`config.mk`:
```
export PLATFORM = sky130hd
export DESIGN_NAME = idpw_ctrl
export DESIGN_NICKNAME = d
export VERILOG_FILES = /design/src/include/idpw_pkg.sv /design/src/core/idpw_ctrl.sv
export VERILOG_INCLUDE_DIRS = /design/src /design/src/include
export SDC_FILE = /design/constraint.sdc
export NUM_CORES = 1
export LEC_CHECK = 0
export BUFFER_PORTS_ARGS = -buffer_cell sky130_fd_sc_hd__buf_2
export CAP_MARGIN = 5
export CORE_MARGIN = 3
export CORE_UTILIZATION = 29
export CTS_CLUSTER_SIZE = 12
export DETAILED_ROUTE_END_ITERATION = 8
export PLACE_DENSITY = 0.61
export SETUP_SLACK_MARGIN = 0.05
export SYNTH_ARGS = -nofsm -noshare
export SYNTH_HDL_FRONTEND = slang
export SYNTH_SLANG_ARGS = --single-unit
```
`constraint.sdc`:
```
create_clock -name clk_sys_in -period 2.7 [get_ports clk_sys_in]
set_input_delay 0 -clock clk_sys_in [delete_from_list [all_inputs] [get_ports clk_sys_in]]
set_output_delay 0 -clock clk_sys_in [all_outputs]
set_load 0.005 [all_outputs]
```
`src/include/idpw_defines.svh`:
```
// offsets, field positions, reset values and timing counts of the dram front end
`ifndef IDPW_DEFINES_SVH
`define IDPW_DEFINES_SVH

`define IDPW_OFF_CTRL 12'h000
`define IDPW_OFF_STAT 12'h004

`define IDPW_CTRL_ORG_1M 0
`define IDPW_CTRL_TWO_PAIRS 1
`define IDPW_CTRL_RST 2'h0

`define IDPW_STAT_HOLD 0
`define IDPW_STAT_WPEND 1
`define IDPW_STAT_ROWV 2
`define IDPW_STAT_BUSY 3

`define IDPW_CLK_NS 10
`define IDPW_ROW_DLY_NS 20
`define IDPW_ROW_DLY_CYC ((`IDPW_ROW_DLY_NS + `IDPW_CLK_NS - 1) / `IDPW_CLK_NS)
`define IDPW_PRE_CYC 2'h1
`define IDPW_LINE_LAST 2'h3

`endif

```
`src/include/idpw_pkg.sv`:
```
// state types of the interleaved dram front end
`include "idpw_defines.svh"

package idpw_pkg;

	typedef enum logic [2:0] {ST_IDLE, ST_PRE, ST_ROW, ST_RD, ST_WR} idpw_st_t;

	typedef struct packed {
		logic hold_v;
		logic hold_wr;
		logic hold_line;
		logic [21:0] hold_addr;
		logic [3:0] hold_be;
		logic wr_v;
		logic [21:0] wr_addr;
		logic [3:0] wr_be;
		logic [31:0] wr_data;
		idpw_st_t st;
		logic [1:0] cnt;
		logic [1:0] last;
		logic [1:0] wait_c;
		logic [1:0] ras_n;
		logic [`IDPW_ROW_DLY_CYC-1:0] dly;
		logic row_v;
		logic [10:0] row_reg;
		logic rd_cas;
		logic cdone_n;
		logic bdone_n;
		logic [1:0] cas_n;
		logic we_n;
		logic [3:0] be_n;
		logic [1:0][8:0] addr;
		logic [1:0] low;
		logic [1:0] path_n;
		logic rle;
		logic same_n;
		logic dsel;
		logic [31:0] rd_data;
		logic hold_en;
		logic [1:0] cfg;
		logic pready;
		logic pslverr;
		logic [31:0] prdata;
	} idpw_s_t;

endpackage : idpw_pkg

```
`src/core/idpw_ctrl.sv`:
```
// interleaved two-bank dram controller front end with write posting
//
// The register addresses and the APB interface to the registers are this design's own decisions.
`timescale 1ns/1ps
`include "idpw_defines.svh"

module idpw_ctrl (
	// clock and reset
	input wire logic clk_sys_in,
	input wire logic rst_b_in,
	// apb slave
	input wire logic psel_in,
	input wire logic penable_in,
	input wire logic pwrite_in,
	input wire logic [11:0] paddr_in,
	input wire logic [31:0] pwdata_in,
	output logic [31:0] prdata_out,
	output logic pready_out,
	output logic pslverr_out,
	// processor bus
	input wire logic addr_strobe_n_in,
	input wire logic [21:0] cpu_addr_in,
	input wire logic [3:0] cpu_be_n_in,
	input wire logic cpu_write_in,
	input wire logic cpu_line_in,
	input wire logic [31:0] cpu_wdata_in,
	output logic [31:0] cpu_rdata_out,
	output logic cycle_done_n_out,
	output logic burst_done_n_out,
	output logic addr_hold_en_out,
	output logic same_row_n_out,
	output logic data_sel_out,
	// dram banks
	input wire logic [31:0] bank0_rdata_in,
	input wire logic [31:0] bank1_rdata_in,
	output logic [1:0] row_strobe_n_out,
	output logic delayed_row_strobe_n_out,
	output logic [1:0] col_strobe_n_out,
	output logic write_en_n_out,
	output logic [3:0] dram_be_n_out,
	output logic [31:0] dram_wdata_out,
	output logic [8:0] bank0_addr_out,
	output logic [8:0] bank1_addr_out,
	output logic bank0_low_col_out,
	output logic bank1_low_col_out,
	output logic bank0_path_sel_n_out,
	output logic bank1_path_sel_n_out,
	output logic row_latch_en_out
);
	import idpw_pkg::*;

	localparam int DL = `IDPW_ROW_DLY_CYC;

	localparam idpw_s_t RST_S = '{
		ras_n: 2'h3, dly: {DL{1'b1}}, cdone_n: 1'b1, bdone_n: 1'b1, cas_n: 2'h3,
		we_n: 1'b1, be_n: 4'hf, path_n: 2'h3, same_n: 1'b1, st: ST_IDLE,
		cfg: `IDPW_CTRL_RST, default: '0};

	idpw_s_t s;
	idpw_s_t n;
	logic cap;
	logic [10:0] rrow;
	logic [10:0] wrow;
	logic [10:0] trow;
	logic hit;
	logic whit;
	logic wr_go;
	logic slot_free;
	logic [9:0] colv;

	////////////////////////////////////////////////////////////////////////////////
	// address decoding

	// {pair, row}; pair bit only when a second bank pair is fitted
	function automatic logic [10:0] idpw_row(input logic [21:0] a, input logic [1:0] cfg);
		logic pair;
		pair = 1'b0;
		if (cfg[`IDPW_CTRL_ORG_1M]) begin
			pair = a[21] & cfg[`IDPW_CTRL_TWO_PAIRS];
			return {pair, a[20:11]};
		end
		pair = a[19] & cfg[`IDPW_CTRL_TWO_PAIRS];
		return {pair, 1'b0, a[18:10]};
	endfunction : idpw_row

	function automatic logic [9:0] idpw_col(input logic [21:0] a, input logic [1:0] cfg);
		if (cfg[`IDPW_CTRL_ORG_1M]) begin
			return a[10:1];
		end
		return {1'b0, a[9:1]};
	endfunction : idpw_col

	// predicted address bit three for the next access that bank b serves
	function automatic logic idpw_pred(input logic a3, input logic a2, input logic b,
		input logic [1:0] cnt);
		logic [1:0] k;
		k = cnt + {1'b0, cnt[0] ^ a2 ^ b};
		return a3 ^ k[1];
	endfunction : idpw_pred

	////////////////////////////////////////////////////////////////////////////////
	// next state

	always_comb begin
		n = s;
		colv = '0;
		n.rle = 1'b0;
		n.cas_n = 2'h3;
		n.we_n = 1'b1;
		n.rd_cas = 1'b0;
		n.cdone_n = 1'b1;
		n.bdone_n = 1'b1;
		n.pready = 1'b0;
		n.path_n = 2'h3;

		cap = !addr_strobe_n_in && !s.hold_en;
		if (cap) begin
			n.hold_v = 1'b1;
			n.hold_wr = cpu_write_in;
			n.hold_line = cpu_line_in;
			n.hold_addr = cpu_addr_in;
			n.hold_be = ~cpu_be_n_in;
		end

		rrow = idpw_row(n.hold_addr, s.cfg);
		wrow = idpw_row(s.wr_addr, s.cfg);
		trow = s.wr_v ? wrow : rrow;
		hit = s.row_v && (rrow == s.row_reg) && !s.ras_n[rrow[10]];
		whit = s.row_v && (wrow == s.row_reg) && !s.ras_n[wrow[10]];
		n.same_n = !hit;
		wr_go = s.wr_v && (s.st == ST_IDLE) && whit;
		slot_free = !s.wr_v || (s.st == ST_WR) || wr_go;

		// posted write leaves the dram
		if (s.st == ST_WR) begin
			n.st = ST_IDLE;
			n.wr_v = 1'b0;
		end
		// data and column move to the posting registers on the done clock
		if (s.hold_v && s.hold_wr && !s.cdone_n) begin
			n.wr_v = 1'b1;
			n.wr_addr = s.hold_addr;
			n.wr_be = s.hold_be;
			n.wr_data = cpu_wdata_in;
			n.hold_v = 1'b0;
		end
		if (n.hold_v && n.hold_wr && s.cdone_n && slot_free) begin
			n.cdone_n = 1'b0;
		end

		unique case (s.st)
			ST_IDLE: begin
				if (s.wr_v) begin
					if (whit) begin
						n.st = ST_WR;
						n.cas_n[s.wr_addr[0]] = 1'b0;
						n.we_n = 1'b0;
						n.be_n = ~s.wr_be;
						n.path_n[s.wr_addr[0]] = 1'b0;
					end else begin
						n.st = ST_PRE;
						n.wait_c = 2'h0;
						n.ras_n = 2'h3;
						n.row_v = 1'b0;
					end
				end else if (n.hold_v && !n.hold_wr) begin
					if (hit) begin
						n.last = n.hold_line ? `IDPW_LINE_LAST : 2'h0;
						n.cnt = 2'h0;
						n.cas_n[n.hold_addr[0]] = 1'b0;
						n.dsel = n.hold_addr[0];
						n.rd_cas = 1'b1;
						n.be_n = 4'h0;
						if (n.last == 2'h0) begin
							n.hold_v = 1'b0;
						end else begin
							n.st = ST_RD;
						end
					end else begin
						n.st = ST_PRE;
						n.wait_c = 2'h0;
						n.ras_n = 2'h3;
						n.row_v = 1'b0;
					end
				end
			end
			ST_PRE: begin
				if (s.wait_c == `IDPW_PRE_CYC) begin
					n.st = ST_ROW;
					n.ras_n[trow[10]] = 1'b0;
					n.row_reg = trow;
					n.row_v = 1'b1;
					n.rle = 1'b1;
				end else begin
					n.wait_c = s.wait_c + 2'h1;
				end
			end
			ST_ROW: begin
				if (!s.dly[DL-1]) begin
					n.st = ST_IDLE;
				end
			end
			ST_RD: begin
				// one access per clock, banks alternate
				n.cnt = s.cnt + 2'h1;
				n.dsel = ~s.dsel;
				n.cas_n[~s.dsel] = 1'b0;
				n.rd_cas = 1'b1;
				if (n.cnt == s.last) begin
					n.st = ST_IDLE;
					n.hold_v = 1'b0;
				end
			end
			ST_WR: begin
			end
		endcase

		// read data leaves the selected bank only
		if (s.rd_cas) begin
			n.rd_data = s.dsel ? bank1_rdata_in : bank0_rdata_in;
			n.bdone_n = 1'b0;
		end

		n.dly = {s.dly[DL-2:0], &s.ras_n};
		n.hold_en = n.hold_v || n.rd_cas;

		// address multiplexer per bank
		for (int b = 0; b < 2; b++) begin
			colv = !n.path_n[b] ? idpw_col(n.wr_addr, s.cfg) : idpw_col(n.hold_addr, s.cfg);
			if (n.dly[DL-1]) begin
				n.addr[b] = n.row_reg[9:1];
				n.low[b] = n.row_reg[0];
			end else if (!n.path_n[b]) begin
				n.addr[b] = colv[9:1];
				n.low[b] = n.wr_addr[1];
			end else begin
				n.addr[b] = colv[9:1];
				n.low[b] = idpw_pred(n.hold_addr[1], n.hold_addr[0], 1'(b), n.cnt);
			end
		end

		// apb register access, zero wait states; writes land on the pready edge
		if (psel_in && !penable_in) begin
			n.pready = 1'b1;
			n.pslverr = 1'b0;
			n.prdata = 32'h0;
			unique case (paddr_in)
				`IDPW_OFF_CTRL: begin
					if (!pwrite_in) begin
						n.prdata = {30'h0, s.cfg};
					end
				end
				`IDPW_OFF_STAT: begin
					n.prdata[`IDPW_STAT_HOLD] = s.hold_en;
					n.prdata[`IDPW_STAT_WPEND] = s.wr_v;
					n.prdata[`IDPW_STAT_ROWV] = s.row_v;
					n.prdata[`IDPW_STAT_BUSY] = (s.st != ST_IDLE);
				end
				default: begin
					n.pslverr = 1'b1;
				end
			endcase
		end
		if (psel_in && penable_in && s.pready && pwrite_in && paddr_in == `IDPW_OFF_CTRL) begin
			n.cfg = pwdata_in[1:0];
			n.row_v = 1'b0;
		end
	end

	always_ff @(posedge clk_sys_in) begin
		if (!rst_b_in) begin
			s <= RST_S;
		end else begin
			s <= n;
		end
	end

	////////////////////////////////////////////////////////////////////////////////
	// outputs

	assign prdata_out = s.prdata;
	assign pready_out = s.pready;
	assign pslverr_out = s.pslverr;
	assign cpu_rdata_out = s.rd_data;
	assign cycle_done_n_out = s.cdone_n;
	assign burst_done_n_out = s.bdone_n;
	assign addr_hold_en_out = s.hold_en;
	assign same_row_n_out = s.same_n;
	assign data_sel_out = s.dsel;
	assign row_strobe_n_out = s.ras_n;
	assign delayed_row_strobe_n_out = s.dly[DL-1];
	assign col_strobe_n_out = s.cas_n;
	assign write_en_n_out = s.we_n;
	assign dram_be_n_out = s.be_n;
	assign dram_wdata_out = s.wr_data;
	assign bank0_addr_out = s.addr[0];
	assign bank1_addr_out = s.addr[1];
	assign bank0_low_col_out = s.low[0];
	assign bank1_low_col_out = s.low[1];
	assign bank0_path_sel_n_out = s.path_n[0];
	assign bank1_path_sel_n_out = s.path_n[1];
	assign row_latch_en_out = s.rle;

	////////////////////////////////////////////////////////////////////////////////
	// checks

	property p_wr_done;
		@(posedge clk_sys_in) disable iff (!rst_b_in)
		(!addr_strobe_n_in && !s.hold_en && cpu_write_in && !s.wr_v) |=> !cycle_done_n_out;
	endproperty
	a_wr_done: assert property (p_wr_done) else $error("write done late");

	property p_wr_cas;
		@(posedge clk_sys_in) disable iff (!rst_b_in)
		(!cycle_done_n_out && s.hold_wr && s.st == ST_IDLE && !s.wr_v && hit)
			|-> ##2 (col_strobe_n_out != 2'h3 && !write_en_n_out);
	endproperty
	a_wr_cas: assert property (p_wr_cas) else $error("posted write strobe misplaced");

	property p_wr_bank;
		@(posedge clk_sys_in) disable iff (!rst_b_in)
		(s.st == ST_WR) |-> (!col_strobe_n_out[s.wr_addr[0]] && $stable(s.wr_addr));
	endproperty
	a_wr_bank: assert property (p_wr_bank) else $error("write bank or column wrong");

	property p_line;
		@(posedge clk_sys_in) disable iff (!rst_b_in)
		($fell(burst_done_n_out) && s.last == 2'h3) |-> !burst_done_n_out [*4];
	endproperty
	a_line: assert property (p_line) else $error("line fill not one dword per clock");

	property p_toggle;
		@(posedge clk_sys_in) disable iff (!rst_b_in)
		(s.st == ST_RD && $past(s.st) == ST_RD) |-> (data_sel_out != $past(data_sel_out));
	endproperty
	a_toggle: assert property (p_toggle) else $error("data select did not toggle");

	property p_dly;
		@(posedge clk_sys_in) disable iff (!rst_b_in)
		##2 (delayed_row_strobe_n_out == $past(&row_strobe_n_out, 2));
	endproperty
	a_dly: assert property (p_dly) else $error("delayed row strobe lag wrong");

	property p_row_path;
		@(posedge clk_sys_in) disable iff (!rst_b_in)
		delayed_row_strobe_n_out |-> (bank0_addr_out == s.row_reg[9:1]
			&& bank1_low_col_out == s.row_reg[0]);
	endproperty
	a_row_path: assert property (p_row_path) else $error("row path not selected");

	property p_hold;
		@(posedge clk_sys_in) disable iff (!rst_b_in)
		addr_hold_en_out |=> $stable(s.hold_addr);
	endproperty
	a_hold: assert property (p_hold) else $error("address moved while held");

	property p_reset;
		@(posedge clk_sys_in) disable iff (!rst_b_in)
		$rose(rst_b_in) |-> (&row_strobe_n_out && &col_strobe_n_out && !s.row_v && !s.wr_v);
	endproperty
	a_reset: assert property (p_reset) else $error("reset state wrong");

endmodule : idpw_ctrl

```
==> metrics.yaml <==
run_status:
  outcome: "complete, no violations"
timing:
  min_period_ns: 2.626
  unrepaired_setup_endpoints_after_global_routing: "yes"
  drv_slew: 0
  final.period_utilization: 0.9724
  report.final.setup_viol: 0
  fmax_mhz: 380.9
  slew_headroom: 0.2975
  clock_skew_ns: 0.02265
  worstMarginPinSlew_ns: 1.054
  timing_hold_violations_final: 0
synthesis:
  yosysWarningCount: 0
  seq_area_frac_synth: 0.4022
  synth.ff_latch_count: 188
  yosys_most_used_dff: "dfxtp_1"
  synth_top_area_share: 0.4022
  synth-edff-count: 0
  share_of_flip_flops_with_an_asynchronous_set_or_reset: 0
  synthTopCellsByArea: "dfxtp_1 40%, buf_4 9.9%, mux2i_1 6.8%, nand2_1 6.7%, a211oi_1 4.8%"
  yosysTopAreaCell: "dfxtp_1"
  synthDistinctLibCells: 59
  mean_instance_size_in_the_synthesized_netlist_um2: 8.483
  synth_area_mm2: 0.009356
  synthesis.instances: 1103
critical_path:
  end_kind: "register"
  worstPathArrival_ns: 2.92
  path_max_fanout: 5
  timing.setup.critical_path_class: "reg -> reg"
  critPathLaunchType: "register"
  timing.critical_path.required_ns: 3.00
clocking:
  cts.sink_count: 188
  cts-htree-levels: 4
  clkTransAtPathRegs_ns: 0.07
  cts_tree: "done"
  numCtsBuffers: 17
  clock-root-buffer: "clkbuf_16"
  clk_latency_ns: 0.44
  clock_tree.buffer_depth: 2
layout:
  areaGrowthSynthToFinish_pct: 32.36
  fin_area_mm2: 0.01238
  finish.cell_count_without_fillers: 1800
  post_route_cells_drive_above_1_share: 0.2727
  final_cell_mix: "251 x buf_2, 184 x dfxtp_1, 168 x nand2_1"
  area.sequential_mm2: 0.003771
  layout.cells.most_common: "buf_2"
  final_nets: 1559
  filler_cell_count: 3176
  multi_input_area_mm2: 0.004517
detailed_routing:
  route.met2.wl_um: 13550
  met1Wirelength_um: 12810
  detail_route.iter0.violations: 426
  routed_wl_um: 27920
  antenna_left: 0
  routed_via_density: 4.662
  vias: 8391
  detail_route.wl_per_cell_um: 15.51
  detail_route.drc_violations: 0
  detail_route.first_pass.iterations: 5
  highest-signal-layer: "met4"
  met3_wirelength_um: 1325
power_and_ir_drop:
  power.leakage_nw: 5.097
  power_density_mw_per_mm2: 495.2
  vdd_ir_drop_max_mv: 0.4442
die:
  num_rows: 65
  total_die_area_mm2: 0.03445
  design.portCount: 310
  fp.coreArea_mm2: 0.03172
  initial_utilization: 0.2950
  die_width_um: 185.6
  die_height_um: 185.6
global_routing:
  grt_max_degree: 66
  grt_antenna_before_repair: 1
  grt_use_total: 0.1540
  grt_pass1_vias: 7966
  first_pass_grt_wire_length_um: 42160
  gr_overflow_total: 0
place:
  place.detailed.hpwl_um: 18650
  portBuffers: 251
  place.detailed.instances: 1630
  globalplace.congestion: 0.8656
  dpl_cell_area_mm2: 0.01036
hold_path:
  min-delay-path-class: "in -> reg"
job:
  cap_viol_max_count: 0
state kept, by name, summed over array words and instances, names as in the netlist, 2 cells and up:
name	cells
s	79
cpu_rdata_out	32
dram_wdata_out	32
bank0_addr_out	9
bank1_addr_out	9
dram_be_n_out	4
prdata_out	4
col_strobe_n_out	2
row_strobe_n_out	2
through the flow:
step                power, W  hold WS (ns)  TNS [ns]  worst slack (ns)    util
floorplan           0.003368       0.09563         0            0.2241       -
global placement    0.003590        0.1819  -0.05523          -0.04541  0.3265
detailed placement  0.003599        0.1871  -0.07435          -0.04970  0.3265
CTS                 0.006195      0.008187         0           0.06402  0.3860
global route        0.006402       0.01790         0          0.009150  0.3905
finish              0.006133       0.02538         0           0.07448  0.3905
timing repair:
action                                  in CTS  in global routing
hold buffers                               131                  0
gates resized for setup                      3                 22
hold endpoints to repair                   109                  0
pin swaps                                    0                 12
setup buffers                                0                  6
endpoints found under the setup margin      17                 34
cell usage after synthesis, types with 2 or more instances:
cell	count
dfxtp_1	188
nand2_1	168
buf_4	123
nor2_1	112
a21oi_1	88
mux2i_1	64
a211oi_1	60
clkbuf_1	52
o21ai_0	37
and2_1	27
xor2_1	19
o21a_1	18
buf_1	11
nor3_1	10
inv_1	9
mux4_2	9
nand3_1	8
nand4_1	7
nor3b_1	7
a21o_1	6
nand2b_1	6
buf_6	5
o31ai_1	5
and3_1	4
mux2_2	4
nor2b_1	4
o2111ai_1	4
or2_2	4
a31oi_1	3
buf_2	3
nor4_1	3
nor4_4	3
o211ai_1	3
a211o_1	2
o32ai_1	2
xnor2_1	2
cells by family (layout without fill, tap and decap cells):
| kind of cell | after synthesis | in the layout | synth area share |
|---|---|---|---|
| AND/OR/NAND/NOR | 372 | 372 | 0.1809 |
| AO/OA/AOI/OAI | 237 | 237 | 0.1591 |
| buffers and inverters | 204 | 471 | 0.1373 |
| flip-flops | 188 | 188 | 0.4022 |
| multiplexers | 79 | 79 | 0.09896 |
| XOR/XNOR | 21 | 21 | 0.01966 |
| adder cells (fa/ha/maj) | 1 | 1 | 0.001337 |
| other | 1 | 29 | 0.0004008 |
worst max-delay path, stage by stage (launching register included):
cell      delay (ns)
dfxtp_2         0.34
nor2_4          0.20
mux4_2          0.55
mux2_4          0.33
nor4_4          0.20
buf_4           0.18
nand3_2         0.14
o32ai_2         0.30
a21oi_2         0.10
nand2b_4        0.14
cell type report:
cell class | instances | share of cell area
Antenna cell | 1 | 0.0002021
Clock buffer | 20 | 0.03688
Clock inverter | 12 | 0.008386
Inverter | 9 | 0.002930
Multi-Input combinational cell | 738 | 0.3647
Sequential cell | 188 | 0.3045
Tap cell | 402 | 0.04061
Timing Repair Buffer | 430 | 0.2418
path summary, 6_finish.rpt:
check	end	cells after the start	startpoint	slack, ns
worst max register to register	col_strobe_n_out[1]$_SDFF_PN1_	9	addr_hold_en_out$_SDFF_PN0_	0.07
worst min register to register	dram_wdata_out[22]$_SDFFE_PN0P_	2	dram_wdata_out[22]$_SDFFE_PN0P_	0.45
worst max-delay path	col_strobe_n_out[1]$_SDFF_PN1_	9	addr_hold_en_out$_SDFF_PN0_	0.07
worst min-delay path	s[214]$_SDFF_PN0_	3	cpu_line_in	0.03
metal layers:
layer,vias up,global-route usage
li1,4188,-
met1,3980,0.2003
met2,211,0.2567
met3,12,0.03459
met4,0,0.04587
met5,-,0
report_power, final:
| part | internal (W) | total (W) | switching, W |
|---|---|---|---|
| combinational | 0.000412 | 0.000803 | 0.000391 |
| sequential | 0.00284 | 0.00291 | 0.0000665 |
| clock | 0.00125 | 0.00242 | 0.00117 |
No activity file was read; power rests on OpenSTA's default activity.
